`src/logic/pim_defs.vh`:
```
`ifndef PIM_DEFS_VH
`define PIM_DEFS_VH
// Command word decode
`define PIM_D_INIT_BIT      4
`define PIM_D_MODE_BIT      3
`define PIM_EOI_SHIFT_BIT   7
`define PIM_EOI_SELECT_BIT  6
`define PIM_EOI_END_BIT     5
`define PIM_MODE_MWE_BIT    6
`define PIM_MODE_SMM_BIT    5
`define PIM_MODE_POLL_BIT   2
`define PIM_MODE_RR_BIT     1
`define PIM_MODE_RIS_BIT    0
`define PIM_POLL_FLAG_BIT   7
// Reset values and acknowledge pulse counts
`define PIM_MASK_RESET      8'h00
`define PIM_LOWEST_RESET    3'h7
`define PIM_ACK_PULSES_8    2'h3
`define PIM_ACK_PULSES_16   2'h2
`endif

```
`src/logic/pim_core.v`:
```
`include "pim_defs.vh"
`timescale 1ns/1ns
`default_nettype none
module pim_core #(
  parameter [4:0] VECTOR_BASE = 5'h00
) (
  input  wire       CLOCK_I,
  input  wire       RST_I,
  input  wire       CS_N_I,
  input  wire       RD_N_I,
  input  wire       WR_N_I,
  input  wire       ADDR_LSB_I,
  input  wire [7:0] DATA_I,
  input  wire       ACK_N_I,
  input  wire       WIDE_CPU_I,
  input  wire       AUTO_END_ACK_I,
  input  wire [7:0] REQUEST_LINE_I,
  output reg  [7:0] DATA_O,
  output wire       DATA_OE_O,
  output wire       INT_O
);
  // ------------------------------------------------------------
  // Strobe edge detection
  // ------------------------------------------------------------
  reg        rd_n_d_reg;
  reg        wr_n_d_reg;
  reg        ack_n_d_reg;
  reg        wr_cs_reg;
  reg  [7:0] service_level_reg;
  reg  [7:0] level_mask_reg;
  reg  [7:0] pending_request_reg;
  reg  [2:0] lowest_reg;
  reg        special_mask_reg;
  reg        read_isr_reg;
  reg        poll_reg;
  reg        rotate_auto_reg;
  reg  [1:0] ack_count_reg;
  reg  [2:0] ack_level_reg;
  reg        ack_hit_reg;
  wire       rd_fall  = rd_n_d_reg & ~RD_N_I & ~CS_N_I;
  wire       wr_rise  = ~wr_n_d_reg & WR_N_I & wr_cs_reg;
  wire       ack_fall = ack_n_d_reg & ~ACK_N_I;
  wire       ack_rise = ~ack_n_d_reg & ACK_N_I;
  wire [1:0] ack_last = WIDE_CPU_I ? `PIM_ACK_PULSES_16 : `PIM_ACK_PULSES_8;
  wire       is_init  = wr_rise & ~ADDR_LSB_I & DATA_I[`PIM_D_INIT_BIT];
  wire       is_mask  = wr_rise & ADDR_LSB_I;
  wire       is_eoi   = wr_rise & ~ADDR_LSB_I & ~DATA_I[`PIM_D_INIT_BIT] & ~DATA_I[`PIM_D_MODE_BIT];
  wire       is_mode  = wr_rise & ~ADDR_LSB_I & ~DATA_I[7] & ~DATA_I[`PIM_D_INIT_BIT]
                        & DATA_I[`PIM_D_MODE_BIT];
  // ------------------------------------------------------------
  // Sequence freeze
  // ------------------------------------------------------------
  // Request latching stops for a whole acknowledge sequence or an armed
  // poll, so the level picked at the first strobe cannot change under it
  wire       ack_busy = (ack_count_reg != 2'h0);
  wire       freeze   = ack_busy | poll_reg;
  // ------------------------------------------------------------
  // Priority resolution, rotated so lowest_reg+1 is highest
  // ------------------------------------------------------------
  reg  [2:0] req_lvl;
  reg        req_hit;
  reg  [2:0] isr_lvl;
  reg        isr_hit;
  reg  [2:0] blk_lvl;
  reg        blk_hit;
  reg  [2:0] idx;
  integer    k;
  wire [7:0] eligible = pending_request_reg & ~level_mask_reg;
  // Special mask mode leaves only the mask to inhibit; service bits block nothing
  wire [7:0] isr_eff  = special_mask_reg ? 8'h00 : service_level_reg;
  always @* begin
    req_lvl = 3'h0;
    req_hit = 1'b0;
    isr_lvl = 3'h0;
    isr_hit = 1'b0;
    blk_lvl = 3'h0;
    blk_hit = 1'b0;
    idx     = 3'h0;
    for (k = 7; k >= 0; k = k - 1) begin
      idx = lowest_reg + k[2:0] + 3'h1;
      if (eligible[idx]) begin
        req_lvl = idx;
        req_hit = 1'b1;
      end
      if (service_level_reg[idx]) begin
        isr_lvl = idx;
        isr_hit = 1'b1;
      end
      if (isr_eff[idx]) begin
        blk_lvl = idx;
        blk_hit = 1'b1;
      end
    end
  end
  // Rank 0 is highest; requests must outrank the highest blocking service
  wire [2:0] req_rank = req_lvl - lowest_reg - 3'h1;
  wire [2:0] blk_rank = blk_lvl - lowest_reg - 3'h1;
  wire       grant    = req_hit & (~blk_hit | (req_rank < blk_rank));
  assign INT_O = grant & ~poll_reg;
  // ------------------------------------------------------------
  // Register and sequence updates
  // ------------------------------------------------------------
  reg  [7:0] isr_next;
  reg  [7:0] irr_next;
  reg  [2:0] lowest_next;
  wire       poll_read = poll_reg & rd_fall;
  wire       auto_end  = AUTO_END_ACK_I & ack_rise & (ack_count_reg == ack_last);
  always @* begin
    isr_next    = service_level_reg;
    irr_next    = freeze ? pending_request_reg : (pending_request_reg | REQUEST_LINE_I);
    lowest_next = lowest_reg;
    if ((ack_fall & ~ack_busy & grant) | (poll_read & req_hit)) begin
      isr_next[req_lvl] = 1'b1;
      irr_next[req_lvl] = 1'b0;
    end
    if (auto_end & ack_hit_reg) begin
      isr_next[ack_level_reg] = 1'b0;
      if (rotate_auto_reg)
        lowest_next = ack_level_reg;
    end
    if (is_eoi) begin
      case (DATA_I[7:5])
        3'b001: if (isr_hit) begin
          isr_next[isr_lvl] = 1'b0;
          if (special_mask_reg)
            irr_next = irr_next | (pending_request_reg & level_mask_reg);
        end
        3'b011: isr_next[DATA_I[2:0]] = 1'b0;
        3'b101: if (isr_hit) begin
          isr_next[isr_lvl] = 1'b0;
          lowest_next       = isr_lvl;
        end
        3'b110: lowest_next = DATA_I[2:0];
        3'b111: begin
          isr_next[DATA_I[2:0]] = 1'b0;
          lowest_next           = DATA_I[2:0];
        end
        default: lowest_next = lowest_next;
      endcase
    end
  end
  // ------------------------------------------------------------
  // Strobe history
  // ------------------------------------------------------------
  // Delayed copies reset to the idle high level, so leaving reset never
  // looks like a strobe edge
  always @(posedge CLOCK_I or posedge RST_I) begin
    if (RST_I) begin
      rd_n_d_reg  <= 1'b1;
      wr_n_d_reg  <= 1'b1;
      ack_n_d_reg <= 1'b1;
      wr_cs_reg   <= 1'b0;
    end else begin
      rd_n_d_reg  <= RD_N_I;
      wr_n_d_reg  <= WR_N_I;
      ack_n_d_reg <= ACK_N_I;
      // Chip select is latched while write is low so the trailing edge still counts
      if (~WR_N_I) begin
        wr_cs_reg <= ~CS_N_I;
      end
    end
  end
  // ------------------------------------------------------------
  // Service, pending and priority state
  // ------------------------------------------------------------
  // Init only moves the priority base; service and pending bits are
  // left to the end commands, poll reads and the acknowledge sequence
  always @(posedge CLOCK_I or posedge RST_I) begin
    if (RST_I) begin
      service_level_reg   <= 8'h00;
      pending_request_reg <= 8'h00;
      lowest_reg          <= `PIM_LOWEST_RESET;
    end else begin
      service_level_reg   <= isr_next;
      pending_request_reg <= irr_next;
      if (is_init) begin
        lowest_reg <= `PIM_LOWEST_RESET;
      end else begin
        lowest_reg <= lowest_next;
      end
    end
  end
  // ------------------------------------------------------------
  // Acknowledge pulse counter
  // ------------------------------------------------------------
  // The level and grant are captured at the first pulse, so the auto end
  // clears the level that was really served even if requests moved since
  always @(posedge CLOCK_I or posedge RST_I) begin
    if (RST_I) begin
      ack_count_reg <= 2'h0;
      ack_level_reg <= 3'h0;
      ack_hit_reg   <= 1'b0;
    end else begin
      if (ack_fall) begin
        if (~ack_busy) begin
          ack_count_reg <= 2'h1;
          ack_level_reg <= req_lvl;
          ack_hit_reg   <= grant;
        end else if (ack_count_reg != ack_last) begin
          ack_count_reg <= ack_count_reg + 2'h1;
        end
      end else if (ack_rise & (ack_count_reg == ack_last)) begin
        ack_count_reg <= 2'h0;
      end
    end
  end
  // ------------------------------------------------------------
  // Mask and mode flags
  // ------------------------------------------------------------
  // Later statements win: an init write overrides anything decoded with it
  always @(posedge CLOCK_I or posedge RST_I) begin
    if (RST_I) begin
      level_mask_reg   <= `PIM_MASK_RESET;
      special_mask_reg <= 1'b0;
      read_isr_reg     <= 1'b0;
      poll_reg         <= 1'b0;
      rotate_auto_reg  <= 1'b0;
    end else begin
      if (poll_read)
        poll_reg <= 1'b0;
      if (is_mask)
        level_mask_reg <= DATA_I;
      if (is_eoi & (DATA_I[7:5] == 3'b100))
        rotate_auto_reg <= 1'b1;
      if (is_eoi & (DATA_I[7:5] == 3'b000))
        rotate_auto_reg <= 1'b0;
      if (is_mode) begin
        if (DATA_I[`PIM_MODE_MWE_BIT])
          special_mask_reg <= DATA_I[`PIM_MODE_SMM_BIT];
        if (DATA_I[`PIM_MODE_RR_BIT])
          read_isr_reg <= DATA_I[`PIM_MODE_RIS_BIT];
        poll_reg <= DATA_I[`PIM_MODE_POLL_BIT];
      end
      if (is_init) begin
        level_mask_reg   <= `PIM_MASK_RESET;
        special_mask_reg <= 1'b0;
        read_isr_reg     <= 1'b0;
        rotate_auto_reg  <= 1'b0;
        poll_reg         <= 1'b0;
      end
    end
  end
  // ------------------------------------------------------------
  // Read data and vector output
  // ------------------------------------------------------------
  // The data output is only enabled while the host strobes the bus, so a
  // late vector never collides with another driver
  wire in_ack  = ~ACK_N_I;
  wire do_read = ~RD_N_I & ~CS_N_I;
  assign DATA_OE_O = do_read | (in_ack & ack_busy);
  always @(posedge CLOCK_I or posedge RST_I) begin
    if (RST_I) begin
      DATA_O <= 8'h00;
    end else if (ack_fall & ~ack_busy) begin
      DATA_O <= {VECTOR_BASE, req_lvl};
    end else if (rd_fall) begin
      if (ADDR_LSB_I)
        DATA_O <= level_mask_reg;
      else if (poll_reg)
        DATA_O <= {req_hit, 4'h0, req_lvl};
      else
        DATA_O <= read_isr_reg ? service_level_reg : pending_request_reg;
    end
  end
endmodule // pim_core
`default_nettype wire

```
`config.mk`:
```
export PLATFORM = sky130hd
export DESIGN_NAME = pim_core
export DESIGN_NICKNAME = d
export VERILOG_FILES = /design/src/logic/pim_core.v
export VERILOG_INCLUDE_DIRS = /design/src /design/src/logic
export SDC_FILE = /design/constraint.sdc
export NUM_CORES = 1
export LEC_CHECK = 0
export BUFFER_PORTS_ARGS = -buffer_cell sky130_fd_sc_hd__buf_2
export CAP_MARGIN = 20
export CORE_MARGIN = 3
export CORE_UTILIZATION = 30
export CTS_CLUSTER_SIZE = 14
export DETAILED_ROUTE_END_ITERATION = 10
export PLACE_DENSITY = 0.5
export SLEW_MARGIN = 15
export SYNTH_ARGS = -nofsm -noshare
export SYNTH_HDL_FRONTEND = slang
export SYNTH_SLANG_ARGS = --single-unit
```
`constraint.sdc`:
```
create_clock -name CLOCK_I -period 6.25 [get_ports CLOCK_I]
set_input_delay 0.625 -clock CLOCK_I [delete_from_list [all_inputs] [get_ports CLOCK_I]]
set_output_delay 0.625 -clock CLOCK_I [all_outputs]
set_load 0.03 [all_outputs]
```
==> impl_metrics.json, run 1 <==
{
  "yosysSeqAreaShare": 0.259,
  "avgSynthCellArea_um2": 8.99,
  "die_area_mm2": 0.0174,
  "final_layout_size_suffix_gt1_frac": 0.208,
  "worstMarginPinSlew_ns": 0.905,
  "grt_pass1_wl_um": 24400,
  "ff_latch_area_mm2": 0.00123,
  "final-setup-viol-count": 0,
  "h-tree-depth": 2,
  "vias": 4485,
  "clkLatencyLatePin_ns": 0.30,
  "critPathCaptureType": "output port",
  "wl_per_cell_um": 20.1,
  "async_flop_share": 1.00,
  "grt_use_total": 0.173,
  "max_freq_ghz": 0.173,
  "final_nets": 586,
  "critPathRequiredTime_ns": 5.62,
  "start_util": 0.310,
  "fillers": 1549,
  "clk_pin_slew_ns": 0.07,
  "core_region_area_mm2": 0.0154,
  "syn_to_final_growth_pct": 11.7,
  "grt_pass1_vias": 4246,
  "drt_iter0_markers": 491,
  "multi_input_comb_area_mm2": 0.00331,
  "fin_cells": 763,
  "antenna_found_initial": 0,
  "hold_buffers": 0,
  "routabilityCongestion": 0.952,
  "outcome": "completed",
  "chipWidth_um": 132,
  "cts_sinks": 49,
  "drt-vias-per-instance": 5.88,
  "drc": 0,
  "antenna_left": 0,
  "portBuffers": 34,
  "synthesis.area_mm2": 0.00476,
  "cap_violations": 0,
  "dp_hpwl_um": 11600,
  "dr.pass1.iters": 5,
  "synth_edf_count": 0,
  "slew_viol_final": 0,
  "row_count": 45,
  "die_h_um": 132,
  "totalWireLength_um": 15300,
  "clk_path_buf_depth": 2,
  "rsz0062_at_grt": "no",
  "hold_path.class": "in -> async",
  "cts-root-buf": "clkbuf_16",
  "hold_viol": 0,
  "fin_worst_skew_ns": 0.00597,
  "yosys_warnings": 0,
  "setup-tns-final_ns": 0,
  "synth_ff_type": "dfrtp_1",
  "grt-ovfl-total": 0,
  "ctsResizeCount": 0,
  "synth_cells": 530,
  "holdWs_ns": 0.387,
  "final_core_util": 0.346,
  "place_inst": 753,
  "grt_max_degree": 50,
  "ioPinCount": 35,
  "cts-buffers-inserted": 5,
  "crit_path_start_kind": "register",
  "post-route-period-util": 0.926,
  "relSlewSlack": 0.396,
  "synthDistinctLibCells": 79,
  "cp.arrival_ns": 5.16,
  "tritoncts": "done",
  "min_period_ns": 5.79,
  "synth_seq_cells": 49,
  "syn_nets": 565,
  "cp_max_fo": 30,
  "cts_setup_buffers": 0,
  "crit_type": "reg -> out",
  "diodes": 0
}
-- cell type report --
cell class,instances,area share
inverters,19,0.0134
clock inverters,2,0.00729
flip-flops and latches,49,0.232
repair buffers,46,0.0526
multi-input cells,430,0.621
clock buffers,6,0.0242
well taps,211,0.0496
-- metrics by stage --
stage	setup WS [ns]	area [µm²]
2_1_floorplan	0.564	4760
3_3_place_gp	0.861	5120
3_5_place_dp	0.815	5120
4_1_cts	0.484	5290
5_1_grt	0.0932	5320
6_report	0.461	5320
-- critical path: stages, from the launching register on --
cell and delay, ns:
dfstp_2 0.54, buf_4 0.36, ha_1 0.37, xnor2_1 0.29, mux4_2 0.40, mux2i_1 0.23
o21ai_0 0.17, a211o_1 0.32, nand3_2 0.17, inv_2 0.11, ha_1 0.20, fa_1 0.38
xnor2_1 0.15, xnor2_1 0.15, ha_1 0.32, a21oi_1 0.14, nor2_1 0.08, a21o_1 0.20
nor2_1 0.09, buf_2 0.21
-- cells by family after synthesis --
family                   Yosys count  share of synthesized area
multiplexers                      64                      0.206
buffers and inverters             51                     0.0481
flip-flops                        49                      0.259
adder cells (fa/ha/maj)           10                     0.0294
XOR/XNOR                           9                     0.0194
AO/OA/AOI/OAI                    161                      0.240
AND/OR/NAND/NOR                  186                      0.198
-- metal layers --
metal,part of all wire,track usage,vias up
met4,0.016,0.0414,0
met2,0.47,0.277,188
met5,0,0,-
met3,0.058,0.0275,22
met1,0.45,0.246,2201
li1,-,-,2074
-- cell usage after synthesis (3+ instances only) --
library cell  number  area, µm²
xnor2_1            7       61.3
nor3_1             7       35.0
a21oi_1           34        170
inv_1             17       63.8
nand2_1           57        214
o31ai_1            4       30.0
nand2b_1          12       75.1
nor4_1             3       18.8
a22oi_1            7       52.6
o21ai_0           31        155
ha_1               8        100
nor2b_1           20        125
a311oi_1           5       43.8
nand3b_1           4       30.0
dfstp_2            6        158
nor2_1            38        143
a211o_1            3       26.3
o22ai_1            3       18.8
buf_1              3       11.3
a2111oi_0          3       26.3
and2_1             4       25.0
and3_1             3       18.8
o2111ai_1          4       35.0
a311o_1            3       30.0
buf_2              5       25.0
nand3_1           12       60.1
o211ai_1           5       37.5
a211oi_1          15        113
clkbuf_1          21       78.8
mux4_2            22        495
mux2_2            18        203
dfrtp_1           43       1080
a41oi_1            7       61.3
a21o_1             5       37.5
mux2i_1           21        210
nor3b_1            4       30.0
a31oi_1            7       43.8
nand4_1            5       31.3
-- placed cells by master, fill, tap and decap left out, types with 3 or more instances in the layout --
master	instances
o211ai_1	5
dfstp_2	6
a2111oi_0	3
o21ai_0	31
and3_1	3
buf_4	11
nand3_1	12
inv_1	16
xnor2_1	7
mux2i_1	21
clkbuf_16	5
o31ai_1	4
nand2b_1	12
a211o_1	3
a21oi_1	34
and2_1	4
inv_2	3
nor4_1	3
o22ai_1	3
a211oi_1	15
nor2_1	38
nand4_1	5
a31oi_1	7
ha_1	8
mux2_2	18
o2111ai_1	4
nand3b_1	4
a311o_1	3
nor3_1	7
a41oi_1	7
a22oi_1	7
nor2b_1	20
a311oi_1	5
buf_2	34
mux4_2	22
dfrtp_1	43
nand2_1	57
a21o_1	5
nor3b_1	3
-- worst paths after layout --
kind                             startpoint                    to  slack [ns]  cells after the start
hold / removal                        RST_I             DATA_O[1]        0.39                      2
setup reg to reg              lowest_reg[0]  service_level_reg[4]        0.82                     20
setup / recovery              lowest_reg[0]                 INT_O        0.46                     19
max in group asynchronous             RST_I         lowest_reg[1]        5.25                      3
min in group CLOCK_I                 RD_N_I            rd_n_d_reg        0.44                      1
hold reg to reg            ack_count_reg[1]      ack_count_reg[0]        0.52                      1
Power of run 1 is not shown: default switching activity piles up to over one toggle a cycle in this logic, so the estimate is an artifact.
==> inputs of run 2 (changes only) <==
==> constraint.sdc (replaced) <==
create_clock -name CLOCK_I -period 6.25 [get_ports CLOCK_I]
set_input_delay 1.5625 -clock CLOCK_I [delete_from_list [all_inputs] [get_ports CLOCK_I]]
set_output_delay 1.5625 -clock CLOCK_I [all_outputs]
set_load 0.03 [all_outputs]
==> run 2 against run 1 <==
Net effect:
- global-route usage about the same
- die area unchanged
- sequential share of layout area decreased by 1.4 points
- register-to-register slack improved by 0.65 ns
- critical path depth unchanged
- first-iteration DRC count decreased by 2.0%
- via count increased by 2.0%
- routed wire length increased by 1.0%
- worst setup slack got worse by 0.29 ns
- worst hold slack improved by 0.13 ns
==> impl_metrics.json, run 2 (synthesized netlist as in run 1, its figures left out) <==
{
  "holdPathStages": 2,
  "clkLatencyLatePin_ns": 0.29,
  "hold_end": "ack_hit_reg",
  "final_nets": 607,
  "worstMarginPinSlew_ns": 1.01,
  "diodes": 0,
  "dp_hpwl_um": 11400,
  "relSlewSlack": 0.326,
  "vias": 4574,
  "max_freq_ghz": 0.165,
  "dr.pass1.iters": 5,
  "h-tree-depth": 2,
  "die_h_um": 132,
  "start_util": 0.310,
  "cts_sinks": 49,
  "drt_iter0_markers": 481,
  "syn_to_final_growth_pct": 18.7,
  "crit_path_start_kind": "register",
  "cp_cell_sequence": "inv_2 > ha_4 > buf_12 > mux2_2 > mux4_2 > nor2_4 > nor4_2 > o32a_1 > nor2_1 > ha_1 > fa_1 > inv_1 > ha_1 > a21o_1 > a21oi_2 > nor2_1 > a21o_1 > nor2_4 > buf_6",
  "cp_slowest_cell": "dfstp_2",
  "row_count": 45,
  "drc": 0,
  "cpPeakStageDelay_ns": 0.57,
  "antenna_found_initial": 0,
  "portBuffers": 34,
  "drt-vias-per-instance": 5.83,
  "fin_worst_skew_ns": 0.00752,
  "totalWireLength_um": 15500,
  "hold_viol": 0,
  "final_cell_mix": "nand2_1 (57), dfrtp_1 (43), nor2_1 (36), a21oi_1 (33), buf_2 (33)",
  "rsz0062_at_grt": "yes",
  "cp.arrival_ns": 4.51,
  "hp-start": "ack_hit_reg",
  "die_area_mm2": 0.0174,
  "r2r_cells": 20,
  "crit_family": "adder cells",
  "post-route-period-util": 0.972,
  "min_period_ns": 6.07,
  "rr_startpoint": "lowest_reg[0]",
  "routabilityCongestion": 0.911,
  "r2r_slack_ns": 1.47,
  "final-setup-viol-count": 0,
  "antenna_left": 0,
  "clk_path_buf_depth": 2,
  "r2r_end": "service_level_reg[4]",
  "critPathRequiredTime_ns": 4.69,
  "final_core_util": 0.368,
  "grt_pass1_wl_um": 24800,
  "wl_per_cell_um": 19.8,
  "cts-buffers-inserted": 5,
  "ioPinCount": 35,
  "grt_pass1_vias": 4419,
  "grt_max_degree": 50,
  "cts-root-buf": "clkbuf_16",
  "critPathCaptureType": "output port",
  "clk_pin_slew_ns": 0.06,
  "cap_violations": 0,
  "slew_viol_final": 0,
  "chipWidth_um": 132,
  "core_region_area_mm2": 0.0154,
  "final_layout_size_suffix_gt1_frac": 0.265,
  "place_ws_ns": 0.182,
  "holdWs_ns": 0.513,
  "crit_type": "reg -> out",
  "grt-ovfl-total": 0,
  "worst_slack_ns": 0.175,
  "final_common_cell": "nand2_1",
  "outcome": "completed",
  "grt_use_total": 0.173,
  "tritoncts": "done",
  "cp_max_fo": 11,
  "hold_path.class": "reg -> reg",
  "crit_buf_inv": 4
}
-- run 2: cell types whose count changed in the layout (fill, tap and decap cells not counted), sizes merged --
cell / change
clkbuf: +2
buf: +19
inv: -1
bufbuf: +1
-- run 2: what timing repair did --
item	in CTS	in global routing
setup endpoints to repair	1	1
hold endpoints to repair	0	0
resized for setup	4	20
gates cloned	1	1
pin swaps	0	1
buffers inserted	2	8
hold buffers	0	0
-- run 2: stage by stage --
step           setup TNS, ns  cell area (µm²)  std cells
3_3_place_gp               0             5240        764
3_5_place_dp               0             5240        764
4_1_cts                    0             5470        775
6_report                   0             5660        784
5_1_grt              -0.0794             5660        784
2_1_floorplan              0             4780        530
-- run 2: worst register-to-register path, delay by kind of cell (launching register included) --
kind | cells | cell delay (ns)
AOI/OAI and AO/OA | 6 | 1.30
DFF | 1 | 0.57
buffers and inverters | 3 | 0.27
and+or+nand+nor | 5 | 0.58
adders and majority gates | 4 | 1.07
muxes | 2 | 0.89
-- run 2: how the worst max path moves through the flow --
stage / start / endpoint / slack, ns / depth (start not counted)
detailed placement: lowest_reg[0] / INT_O / 0.18 / 19
floorplan: lowest_reg[1] / INT_O / 0.05 / 21
global placement: lowest_reg[1] / INT_O / 0.18 / 19
global route: lowest_reg[0] / INT_O / -0.08 / 19
finish: lowest_reg[0] / INT_O / 0.18 / 19
CTS: lowest_reg[0] / INT_O / 0.01 / 19
-- run 2: cell type report --
class | count | area, µm²
clock buffer | 7 | 143
clock inverter | 1 | 30.0
fill | 1554 | 9720
inverter | 19 | 72.6
multi-input combinational | 430 | 3400
sequential | 49 | 1230
tap | 211 | 264
timing repair buffer | 67 | 508
-- run 2: per-layer routing --
metal / track usage / vias to the layer above / part of all wire
met5: 0 / - / 0
met2: 0.281 / 165 / 0.48
met4: 0.0414 / 0 / 0.019
li1: - / 2110 / -
met1: 0.249 / 2273 / 0.45
met3: 0.0176 / 26 / 0.052
Power of run 2 is left out for the same reason.
==> inputs of run 3 (changes only) <==
--- a/config.mk
+++ b/config.mk
@@ -12,6 +12,7 @@
 export CORE_UTILIZATION = 30
 export CTS_CLUSTER_SIZE = 14
 export DETAILED_ROUTE_END_ITERATION = 10
+export MAX_ROUTING_LAYER = met4
 export PLACE_DENSITY = 0.5
 export SLEW_MARGIN = 15
 export SYNTH_ARGS = -nofsm -noshare
==> run 3 against run 2 <==
Net effect:
- utilization grew 0.44 points
- fmax shrank 1.3%
- via count grew 0.74%
- routed wire length grew 3.1%
- critical endpoint unchanged
- highest routed layer unchanged
==> impl_metrics.json, run 3 (synthesized netlist as in run 1, its figures left out) <==
{
  "max_freq_ghz": 0.163,
  "final_cell_mix": "nand2_1 (57), dfrtp_1 (43), nor2_1 (35), a21oi_1 (33), buf_2 (33)",
  "crit_buf_inv": 4,
  "die_area_mm2": 0.0174,
  "wl_per_cell_um": 20.3,
  "hold_viol": 0,
  "cts-root-buf": "clkbuf_16",
  "worst_slack_ns": 0.0982,
  "cts-buffers-inserted": 5,
  "r2r_end": "service_level_reg[4]",
  "final_nets": 610,
  "diodes": 0,
  "slew_viol_final": 0,
  "routabilityCongestion": 0.923,
  "min_period_ns": 6.15,
  "clk_path_buf_depth": 2,
  "drt_iter0_markers": 481,
  "cts_sinks": 49,
  "r2r_slack_ns": 1.41,
  "grt_pass1_wl_um": 24600,
  "setup-tns-final_ns": 0,
  "cpPeakStageDelay_ns": 0.58,
  "place_ws_ns": 0.222,
  "cp.arrival_ns": 4.59,
  "vias": 4608,
  "final-setup-viol-count": 0,
  "antenna_found_initial": 0,
  "start_util": 0.310,
  "tritoncts": "done",
  "relSlewSlack": 0.330,
  "fin_worst_skew_ns": 0.00760,
  "cp_cell_sequence": "inv_2 > ha_4 > buf_12 > mux2_2 > mux4_2 > nor2_4 > nor4_2 > o32a_1 > nor2_1 > ha_2 > fa_1 > inv_1 > ha_1 > a21o_1 > a21oi_2 > nor2_2 > a21o_1 > nor2_4 > buf_6",
  "clk_pin_slew_ns": 0.07,
  "r2r_cells": 20,
  "crit_family": "adder cells",
  "rr_startpoint": "lowest_reg[0]",
  "grt_max_degree": 50,
  "post-route-period-util": 0.984,
  "row_count": 45,
  "clkLatencyLatePin_ns": 0.30,
  "cp_max_fo": 6,
  "hold_buffers": 0,
  "hp-start": "ack_hit_reg",
  "hold_path.class": "reg -> reg",
  "grt_use_total": 0.180,
  "chipWidth_um": 132,
  "critPathRequiredTime_ns": 4.69,
  "antenna_left": 0,
  "cp_slowest_cell": "dfstp_2",
  "grt-ovfl-total": 0,
  "h-tree-depth": 2,
  "dp_hpwl_um": 11400,
  "final_core_util": 0.372,
  "syn_to_final_growth_pct": 20.1,
  "grt_pass1_vias": 4385,
  "ioPinCount": 35,
  "final_common_cell": "nand2_1",
  "hold_end": "ack_hit_reg",
  "dr.pass1.iters": 5,
  "drt-vias-per-instance": 5.86,
  "critPathCaptureType": "output port",
  "die_h_um": 132,
  "outcome": "completed",
  "totalWireLength_um": 16000,
  "drc": 0,
  "cap_violations": 0,
  "core_region_area_mm2": 0.0154,
  "portBuffers": 34,
  "crit_type": "reg -> out",
  "holdPathStages": 2,
  "crit_path_start_kind": "register",
  "worstMarginPinSlew_ns": 1.00,
  "final_layout_size_suffix_gt1_frac": 0.283
}
## run 3: what timing repair did
action,4_1_cts,5_1_grt
endpoints found under the hold margin,0,0
setup endpoints to repair,1,1
cloned,1,2
buffers inserted,2,10
pin swaps,1,6
gates resized for setup,7,27
## run 3: how the worst max path moves through the flow
stage	from	to	slack (ns)	cells after the start
after floorplan	lowest_reg[1]	INT_O	0.05	21
after global placement	lowest_reg[1]	INT_O	0.23	19
after detailed placement	lowest_reg[1]	INT_O	0.22	19
after CTS	lowest_reg[0]	INT_O	0.002	19
after global routing	lowest_reg[0]	INT_O	-0.08	19
final	lowest_reg[0]	INT_O	0.1	19
## run 3: cell type report
type                    instances  area (µm²)
inverters                      19        72.6
repair buffers                 70         548
multi-input cells             430        3440
fillers                      1567        9650
clock buffers                   6         129
well taps                     211         264
clock inverters                 2        38.8
flip-flops and latches         49        1230
## run 3: worst min-delay path: cells and delay by family (launching register included)
| family | cells | cell delay, ns |
|---|---|---|
| DFF | 1 | 0.36 |
| and+or+nand+nor | 1 | 0.05 |
| AOI/OAI and AO/OA | 1 | 0.06 |
## run 3: per-layer routing
layer | global-route usage | vias to the layer above | wire [µm]
li1 | - | 2122 | -
met1 | 0.247 | 2283 | 7070
met2 | 0.293 | 188 | 7760
met3 | 0.0145 | 15 | 868
met4 | 0.0373 | 0 | 281
met5 | - | - | 0
## run 3: stage by stage
| step | cell area (µm²) | hold WS, ns | instances |
|---|---|---|---|
| 4_1_cts | 5480 | 0.509 | 775 |
| 5_1_grt | 5720 | 0.528 | 787 |
| 6_report | 5720 | 0.508 | 787 |
| 3_3_place_gp | 5240 | 0.498 | 764 |
| 3_5_place_dp | 5240 | 0.493 | 764 |
| 2_1_floorplan | 4780 | 0.449 | 530 |
Power of run 3 is left out for the same reason.
